**config.mk**
```make
export PLATFORM = sky130hd
export DESIGN_NAME = ctw_wake
export DESIGN_NICKNAME = d
export VERILOG_FILES = /design/src/ctw_pkg.sv /design/src/ctw_wake.sv
export SDC_FILE = /design/constraint.sdc
export NUM_CORES = 1
export LEC_CHECK = 0
export BUFFER_PORTS_ARGS = -buffer_cell sky130_fd_sc_hd__buf_2
export CELL_PAD_IN_SITES_DETAIL_PLACEMENT = 0
export CELL_PAD_IN_SITES_GLOBAL_PLACEMENT = 1
export CORE_AREA = 4 4 86 88
export CTS_CLUSTER_SIZE = 8
export DETAILED_ROUTE_END_ITERATION = 8
export DIE_AREA = 0 0 90 92
export PLACE_DENSITY = 0.85
export SYNTH_ARGS = -nofsm -noshare
export SYNTH_HDL_FRONTEND = slang
export SYNTH_SLANG_ARGS = --single-unit
```
**constraint.sdc**
```tcl
create_clock -name clk -period 5.85 [get_ports clk]
set_clock_uncertainty 0.05 [all_clocks]
set_input_delay 0.585 -clock clk [delete_from_list [all_inputs] [get_ports clk]]
set_output_delay 0.585 -clock clk [all_outputs]
set_load 0.02 [all_outputs]
```
**src/ctw_pkg.sv**
```systemverilog
package ctw_pkg;
  localparam int CLK_MHZ = 250;
  localparam int WAKE_FILTER_NS = 1000;
  localparam int WAKE_TIMEOUT_US = 1000;
  localparam int WAKE_FILTER_CYC = (WAKE_FILTER_NS * CLK_MHZ + 999) / 1000;
  localparam int WAKE_TIMEOUT_CYC = WAKE_TIMEOUT_US * CLK_MHZ;
  localparam int CNT_W = 24;
  typedef enum logic [2:0] {
    ctw_idle, ctw_dom1, ctw_rec1, ctw_dom2, ctw_rec2, ctw_woken
  } ctw_state_t;
endpackage

```
**src/ctw_wake.sv**
```systemverilog
`timescale 1ns/100ps
module ctw_wake #(
  parameter int FILTER_CYC = ctw_pkg::WAKE_FILTER_CYC,
  parameter int TIMEOUT_CYC = ctw_pkg::WAKE_TIMEOUT_CYC
) (
  input wire logic clk,
  input wire logic nrst,
  input wire logic standby_select,
  input wire logic tx_data,
  input wire logic bus_dominant,
  output logic rx_data,
  output logic drive_dominant,
  output logic driver_enable,
  output logic main_rx_enable,
  output logic monitor_enable,
  output logic bus_bias_ground,
  output ctw_pkg::ctw_state_t wake_state
);
  import ctw_pkg::*;

  logic rst_s1, rst_s2;
  logic stb_s1, stb_s2, tx_s1, tx_s2, bus_s1, bus_s2, bus_d;
  logic [CNT_W-1:0] phase_cnt, tmo_cnt;
  logic filtered, timeout, standby;
  ctw_state_t state, next_state;

  always_ff @(posedge clk or negedge nrst) begin
    if (!nrst) begin
      rst_s1 <= 1'b0;
      rst_s2 <= 1'b0;
    end else begin
      rst_s1 <= 1'b1;
      rst_s2 <= rst_s1;
    end
  end

  // Pins are asynchronous to clk; reset state is standby like the pin pull-up
  always_ff @(posedge clk or negedge rst_s2) begin
    if (!rst_s2) begin
      stb_s1 <= 1'b1;
      stb_s2 <= 1'b1;
    end else begin
      stb_s1 <= standby_select;
      stb_s2 <= stb_s1;
    end
  end

  // Transmit idles recessive, matching its pull-up
  always_ff @(posedge clk or negedge rst_s2) begin
    if (!rst_s2) begin
      tx_s1 <= 1'b1;
      tx_s2 <= 1'b1;
    end else begin
      tx_s1 <= tx_data;
      tx_s2 <= tx_s1;
    end
  end

  // Bus starts recessive so reset gives no false edge
  always_ff @(posedge clk or negedge rst_s2) begin
    if (!rst_s2) begin
      bus_s1 <= 1'b0;
      bus_s2 <= 1'b0;
      bus_d <= 1'b0;
    end else begin
      bus_s1 <= bus_dominant;
      bus_s2 <= bus_s1;
      bus_d <= bus_s2;
    end
  end

  assign standby = stb_s2;

  // Phase length counter, saturating; restarts on every bus edge
  always_ff @(posedge clk or negedge rst_s2) begin
    if (!rst_s2) begin
      phase_cnt <= '0;
    end else if (!standby || bus_s2 != bus_d) begin
      phase_cnt <= '0;
    end else if (phase_cnt != {CNT_W{1'b1}}) begin
      phase_cnt <= phase_cnt + 1'b1;
    end
  end

  // Single threshold sits between min and max filter limits
  assign filtered = phase_cnt == CNT_W'(FILTER_CYC);

  // Timeout counts from first filtered dominant until recognition; cleared in idle and woken
  always_ff @(posedge clk or negedge rst_s2) begin
    if (!rst_s2) begin
      tmo_cnt <= '0;
    end else if (state == ctw_idle || state == ctw_woken || !standby) begin
      tmo_cnt <= '0;
    end else if (tmo_cnt != {CNT_W{1'b1}}) begin
      tmo_cnt <= tmo_cnt + 1'b1;
    end
  end
  assign timeout = tmo_cnt >= CNT_W'(TIMEOUT_CYC);

  always_comb begin
    next_state = state;
    case (state)
      ctw_idle: begin
        if (filtered && bus_s2) begin
          next_state = ctw_dom1;
        end
      end
      ctw_dom1: begin
        if (filtered && !bus_s2) begin
          next_state = ctw_rec1;
        end
      end
      ctw_rec1: begin
        if (filtered && bus_s2) begin
          next_state = ctw_dom2;
        end
      end
      ctw_dom2: begin
        if (filtered && !bus_s2) begin
          next_state = ctw_woken;
        end
      end
      ctw_woken: next_state = ctw_woken;
      default: next_state = ctw_idle;
    endcase
    if (state != ctw_idle && state != ctw_woken && timeout) begin
      next_state = ctw_idle;
    end
    if (!standby) begin
      next_state = ctw_idle;
    end
  end

  always_ff @(posedge clk or negedge rst_s2) begin
    if (!rst_s2) begin
      state <= ctw_idle;
    end else begin
      state <= next_state;
    end
  end

  // Wake output latches low on a filtered dominant after recognition
  logic wake_low;
  always_ff @(posedge clk or negedge rst_s2) begin
    if (!rst_s2) begin
      wake_low <= 1'b0;
    end else if (!standby) begin
      wake_low <= 1'b0;
    end else if (state == ctw_woken && filtered && bus_s2) begin
      wake_low <= 1'b1;
    end
  end

  // Standby ignores the bus level on rx_data
  always_ff @(posedge clk or negedge rst_s2) begin
    if (!rst_s2) begin
      rx_data <= 1'b1;
    end else begin
      rx_data <= standby ? !wake_low : !bus_s2;
    end
  end

  // Transmit is ignored in standby
  always_ff @(posedge clk or negedge rst_s2) begin
    if (!rst_s2) begin
      drive_dominant <= 1'b0;
      driver_enable <= 1'b0;
    end else begin
      drive_dominant <= !standby && !tx_s2;
      driver_enable <= !standby;
    end
  end

  // Main receiver and monitor swap over with the mode
  always_ff @(posedge clk or negedge rst_s2) begin
    if (!rst_s2) begin
      main_rx_enable <= 1'b0;
      monitor_enable <= 1'b1;
      bus_bias_ground <= 1'b1;
    end else begin
      main_rx_enable <= !standby;
      monitor_enable <= standby;
      bus_bias_ground <= standby;
    end
  end

  assign wake_state = state;

  a_standby_drive: assert property (@(posedge clk) disable iff (!rst_s2)
    standby |=> !drive_dominant && !driver_enable)
    else $error("driver active in standby");
  a_rx_high_pre: assert property (@(posedge clk) disable iff (!rst_s2)
    standby && state != ctw_woken && !wake_low |=> rx_data)
    else $error("rx low before wake");
  a_rx_stays_low: assert property (@(posedge clk) disable iff (!rst_s2)
    wake_low && standby ##1 standby |-> wake_low)
    else $error("wake low released in standby");
  a_wake_order: assert property (@(posedge clk) disable iff (!rst_s2)
    state == ctw_woken && $past(state) != ctw_woken |-> $past(state) == ctw_dom2)
    else $error("wake skipped a phase");
  a_short_ignored: assert property (@(posedge clk) disable iff (!rst_s2)
    state == ctw_idle && phase_cnt < CNT_W'(FILTER_CYC) |=> state == ctw_idle)
    else $error("short phase counted");
  a_timeout_reset: assert property (@(posedge clk) disable iff (!rst_s2)
    standby && timeout && state inside {ctw_dom1, ctw_rec1, ctw_dom2} |=> state == ctw_idle)
    else $error("timeout ignored");
  a_exit_clears: assert property (@(posedge clk) disable iff (!rst_s2)
    !standby |=> state == ctw_idle && !wake_low)
    else $error("exit did not clear");
  a_normal_mirror: assert property (@(posedge clk) disable iff (!rst_s2)
    !standby |=> rx_data == !$past(bus_s2) && drive_dominant == !$past(tx_s2))
    else $error("normal mode path wrong");
  a_long_counts: assert property (@(posedge clk) disable iff (!rst_s2)
    standby && state == ctw_idle && filtered && bus_s2 && stb_s1 |=> state == ctw_dom1)
    else $error("long dominant missed");

  // Mode and per-state checks; these catch a skipped phase or one taken without a filtered level
  a_mon_standby: assert property (@(posedge clk) disable iff (!rst_s2)
    standby |=> monitor_enable && bus_bias_ground)
    else $error("monitor off in standby");

  a_rx_off_standby: assert property (@(posedge clk) disable iff (!rst_s2)
    standby |=> !main_rx_enable)
    else $error("main receiver on in standby");

  a_normal_enables: assert property (@(posedge clk) disable iff (!rst_s2)
    !standby |=> driver_enable && main_rx_enable && !monitor_enable && !bus_bias_ground)
    else $error("normal mode enables wrong");

  a_dom1_entry: assert property (@(posedge clk) disable iff (!rst_s2)
    state == ctw_dom1 && $past(state) != ctw_dom1 |-> $past(state) == ctw_idle)
    else $error("first dominant entered wrongly");

  a_rec1_entry: assert property (@(posedge clk) disable iff (!rst_s2)
    state == ctw_rec1 && $past(state) != ctw_rec1 |-> $past(state) == ctw_dom1)
    else $error("first recessive entered wrongly");

  a_dom2_entry: assert property (@(posedge clk) disable iff (!rst_s2)
    state == ctw_dom2 && $past(state) != ctw_dom2 |-> $past(state) == ctw_rec1)
    else $error("second dominant entered wrongly");

  a_hold_unfiltered: assert property (@(posedge clk) disable iff (!rst_s2)
    standby && !filtered && !timeout && state inside {ctw_dom1, ctw_rec1, ctw_dom2}
    |=> state == $past(state))
    else $error("pattern moved without filtered phase");

  a_woken_holds: assert property (@(posedge clk) disable iff (!rst_s2)
    standby && state == ctw_woken |=> state == ctw_woken)
    else $error("woken state lost in standby");

  a_wake_needs_woken: assert property (@(posedge clk) disable iff (!rst_s2)
    $rose(wake_low) |-> $past(state) == ctw_woken)
    else $error("wake shown before recognition");

  a_wake_on_dom: assert property (@(posedge clk) disable iff (!rst_s2)
    $rose(wake_low) |-> $past(bus_s2))
    else $error("wake shown on recessive");

  a_rx_follows_wake: assert property (@(posedge clk) disable iff (!rst_s2)
    standby |=> rx_data == !$past(wake_low))
    else $error("rx not tied to wake in standby");

  a_phase_restart: assert property (@(posedge clk) disable iff (!rst_s2)
    standby && bus_s2 != bus_d |=> phase_cnt == '0)
    else $error("phase count not restarted");

  a_wake_low_stby: assert property (@(posedge clk) disable iff (!rst_s2)
    wake_low |-> $past(standby))
    else $error("wake low outside standby");

  a_dom1_level: assert property (@(posedge clk) disable iff (!rst_s2)
    state == ctw_dom1 && $past(state) == ctw_idle |-> $past(bus_s2))
    else $error("first phase not dominant");

  a_rec2_level: assert property (@(posedge clk) disable iff (!rst_s2)
    state == ctw_woken && $past(state) == ctw_dom2 |-> !$past(bus_s2))
    else $error("last phase not recessive");

  a_standby_sync: assert property (@(posedge clk) disable iff (!rst_s2)
    standby == $past(stb_s1))
    else $error("mode select not synchronised");

  a_tmo_cleared: assert property (@(posedge clk) disable iff (!rst_s2)
    state == ctw_idle |=> tmo_cnt == '0)
    else $error("timeout count kept in idle");

  a_tmo_start: assert property (@(posedge clk) disable iff (!rst_s2)
    state == ctw_dom1 && $past(state) == ctw_idle |-> tmo_cnt == '0)
    else $error("timeout not started fresh");

  a_normal_tx_idle: assert property (@(posedge clk) disable iff (!rst_s2)
    !standby && tx_s2 |=> !drive_dominant)
    else $error("driver dominant with transmit high");

  a_rx_zero_after: assert property (@(posedge clk) disable iff (!rst_s2)
    standby && wake_low |=> !rx_data)
    else $error("rx high after wake");

  c_wake: cover property (@(posedge clk) disable iff (!rst_s2) $rose(wake_low));
  c_woken: cover property (@(posedge clk) disable iff (!rst_s2) state == ctw_woken);
  c_exit: cover property (@(posedge clk) disable iff (!rst_s2) $fell(standby));
  c_timeout: cover property (@(posedge clk) disable iff (!rst_s2)
    timeout && state == ctw_rec1);
  c_normal_tx: cover property (@(posedge clk) disable iff (!rst_s2) $rose(drive_dominant));
endmodule

```
==> impl_metrics.json <==
{
  "run_status": "completed",
  "fp.dieH_um": 92,
  "p_leak_nw": 1.43,
  "root_buffer": "clkbuf_8",
  "finalHoldViolCount": 0,
  "crit_chain": "ha_1, nand3_1, or2_2, nor3_1, o21ai_0, a21oi_1",
  "arrival_ns": 2.81,
  "grt_use_total": 0.178,
  "antenna_found_initial": 0,
  "syn_area_um2": 3390,
  "yosysWarnings": 0,
  "syn_avg_cell_area_um2": 9.74,
  "port-buffer-count": 13,
  "synthArstFlopShare": 1.00,
  "synth-seq-cells": 65,
  "path_depth": 6,
  "end_kind": "register",
  "drt_iter0_markers": 90,
  "switching_share": 0.247,
  "n_antenna_cell": 0,
  "rows": 30,
  "clk_latency_ns": 0.34,
  "worstRegToRegCells": 6,
  "grt_max_degree": 34,
  "route.detailed.drc": 0,
  "tightestPinTransition_ns": 1.15,
  "p_seq_frac": 0.568,
  "ios": 14,
  "layoutNonFillerInstCount": 446,
  "synth_edf_count": 0,
  "startpoint_type": "register",
  "synth_area_leaders": "dfrtp_1 (44%), dfstp_2 (4.7%), or3_1 (4.2%)",
  "final_util": 0.551,
  "layout_common_cells": "dfrtp_1 (58), nor2_1 (30), or3_1 (23)",
  "cts_buffers": 9,
  "p_int_w": 0.000615,
  "hold_path.class": "register to asynchronous set/reset pin",
  "clock_sinks": 65,
  "mostFrequentLayoutCell": "dfrtp_1",
  "power_frac_clock": 0.405,
  "gp_congestion": 0.797,
  "finalCritPeriodShare": 0.445,
  "cpPeakStageDelay_ns": 0.89,
  "start_util": 0.510,
  "drv_slew": 0,
  "areaGrowthSynthToFinish_pct": 7.94,
  "synthCells": 348,
  "yosysSeqAreaShare": 0.482,
  "fin_total_pwr_w": 0.000818,
  "drv_cap": 0,
  "setup_tns_ns": 0,
  "cts.htree.levels": 3,
  "fin_nets": 370,
  "gr-total-overflow": 0,
  "timing.critical_path.buf_inv": 0,
  "num_vias": 2666,
  "max_slew_margin": 0.227,
  "switchingPower_w": 0.000202,
  "dr.pass1.iters": 4,
  "dieArea_um2": 8280,
  "placed_area_um2": 3480,
  "routed_wl_um": 6820,
  "synth_largest_area_cell": "dfrtp_1",
  "fmax_ghz": 0.384,
  "rrSetupSlack_ns": 3.25,
  "synthFlopType": "dfrtp_1",
  "holdBufCountCts": 1,
  "powerDensity_nw_per_um2": 223,
  "grt_pass1_vias": 2560,
  "cp_max_fo": 11,
  "wire_per_inst_um": 15.3,
  "clockBufferDepth": 2,
  "cp_top_family": "simple AND/OR/NAND/NOR gates",
  "crit_required_ns": 6.06,
  "cts_tree": "yes",
  "path_clk_slew_ns": 0.08,
  "slowest_stage": "nor3_1",
  "postCtsSetupBuffers": 0,
  "core_area_um2": 6640,
  "layout-drive-gt1-share": 0.145,
  "ctsResizeCount": 0,
  "drtAntennaViolNets": 0,
  "grt_pass1_wl_um": 12100,
  "multi_input_area_um2": 1650,
  "regArea_um2": 1640,
  "synth.top_cell.area_share": 0.436,
  "vdd_drop_max_uv": 187,
  "fin_area_um2": 3660,
  "synth_nets": 357,
  "p_comb_frac": 0.027,
  "via_per_inst": 5.98,
  "rsz0062_at_grt": "no",
  "worstSetupPathType": "register to register",
  "synthDistinctLibCells": 53,
  "placed_cells": 429,
  "fillers": 594,
  "setup_viol": 0,
  "period_minus_slack_ns": 2.60,
  "die_w_um": 90,
  "hpwl_um": 4680
}
## flip-flops by register name, summed over array words and instances, names as in the netlist
name             cells
wake_low             1
rx_data              1
stb_s1               1
wake_state           3
rst_s2               1
phase_cnt           24
bus_d                1
rst_s1               1
main_rx_enable       1
standby              1
tx_s2                1
bus_s2               1
bus_s1               1
tmo_cnt             24
bus_bias_ground      1
tx_s1                1
drive_dominant       1
## routing by layer
metal  wire length, um  vias to the layer above  part of all wire  global-route usage
met5                 0                        -                 0                   0
met4                77                        0             0.011              0.0765
met3               201                        7             0.029              0.0263
met2              3110                       40              0.46               0.279
met1              3430                     1294              0.50               0.247
li1                  -                     1325                 -                   -
## path summary, 6_finish.rpt
| kind | from | endpoint |
|---|---|---|
| hold reg to reg | rst_s2 | wake_state[1] |
| setup / recovery | tmo_cnt[0] | tmo_cnt[11] |
| max in group asynchronous | rst_s2 | tx_s1 |
| setup reg to reg | tmo_cnt[0] | tmo_cnt[11] |
| min in group clk | tx_data | tx_s1 |
| hold / removal | rst_s2 | wake_state[1] |
## power by group through the flow
stage / Clock, W / Sequential (W) / Combinational, W
final: 0.000331 / 0.000464 / 0.0000224
after CTS: 0.000339 / 0.000465 / 0.0000230
after floorplan: 0 / 0.000475 / 0.0000115
after detailed placement: 0 / 0.000473 / 0.0000225
after global placement: 0 / 0.000473 / 0.0000222
after global routing: 0.000359 / 0.000466 / 0.0000250
## cell families (layout without fill, tap and decap cells)
family                     Yosys count  in the layout  synth area share
adders and majority gates            4              4            0.0148
and+or+nand+nor                    159            159             0.265
buffers and inverters               18             36            0.0321
DFF                                 65             65             0.482
muxes                                3              3           0.00886
xor gates and xnor gates            16             16            0.0413
AOI/OAI and AO/OA                   82             82             0.154
other                                1              1           0.00111
## synthesized netlist by cell type (all sizes together) (2+ instances only)
master,count
buf,8
or3,23
xor2,11
a211oi,3
clkbuf,6
o211ai,4
ha,4
o21a,2
or4,6
nor2,31
or2,4
nand3,21
and2,5
and4,7
and3,8
nand4,8
a21oi,28
nand2,21
nor2b,2
nor4b,4
o31ai,8
o2111ai,2
o41ai,2
dfrtp,59
o21ai,26
dfstp,6
nor3,9
inv,4
nor4,6
nand2b,2
xnor2,5
mux2i,3
## area by class of cell
type / instances / share of cell area
sequential: 65 / 0.447
clock buffer: 9 / 0.0339
inverter: 4 / 0.00410
tap: 80 / 0.0274
clock inverter: 7 / 0.0130
multi-input combinational: 265 / 0.450
timing repair buffer: 16 / 0.0246
## through the flow
step / worst slack (ns) / hold WS (ns)
6_report: 3.25 / 0.258
5_1_grt: 2.92 / 0.281
4_1_cts: 3.25 / 0.280
3_5_place_dp: 3.27 / 0.284
3_3_place_gp: 3.28 / 0.283
2_1_floorplan: 3.85 / 0.239
## worst register-to-register path, stage by stage (launching register included)
cell	delay, ns
dfrtp_1	0.38
ha_1	0.22
nand3_1	0.21
or2_2	0.40
nor3_1	0.89
o21ai_0	0.22
a21oi_1	0.16
Note: power is estimated with default switching activity, not from simulation.
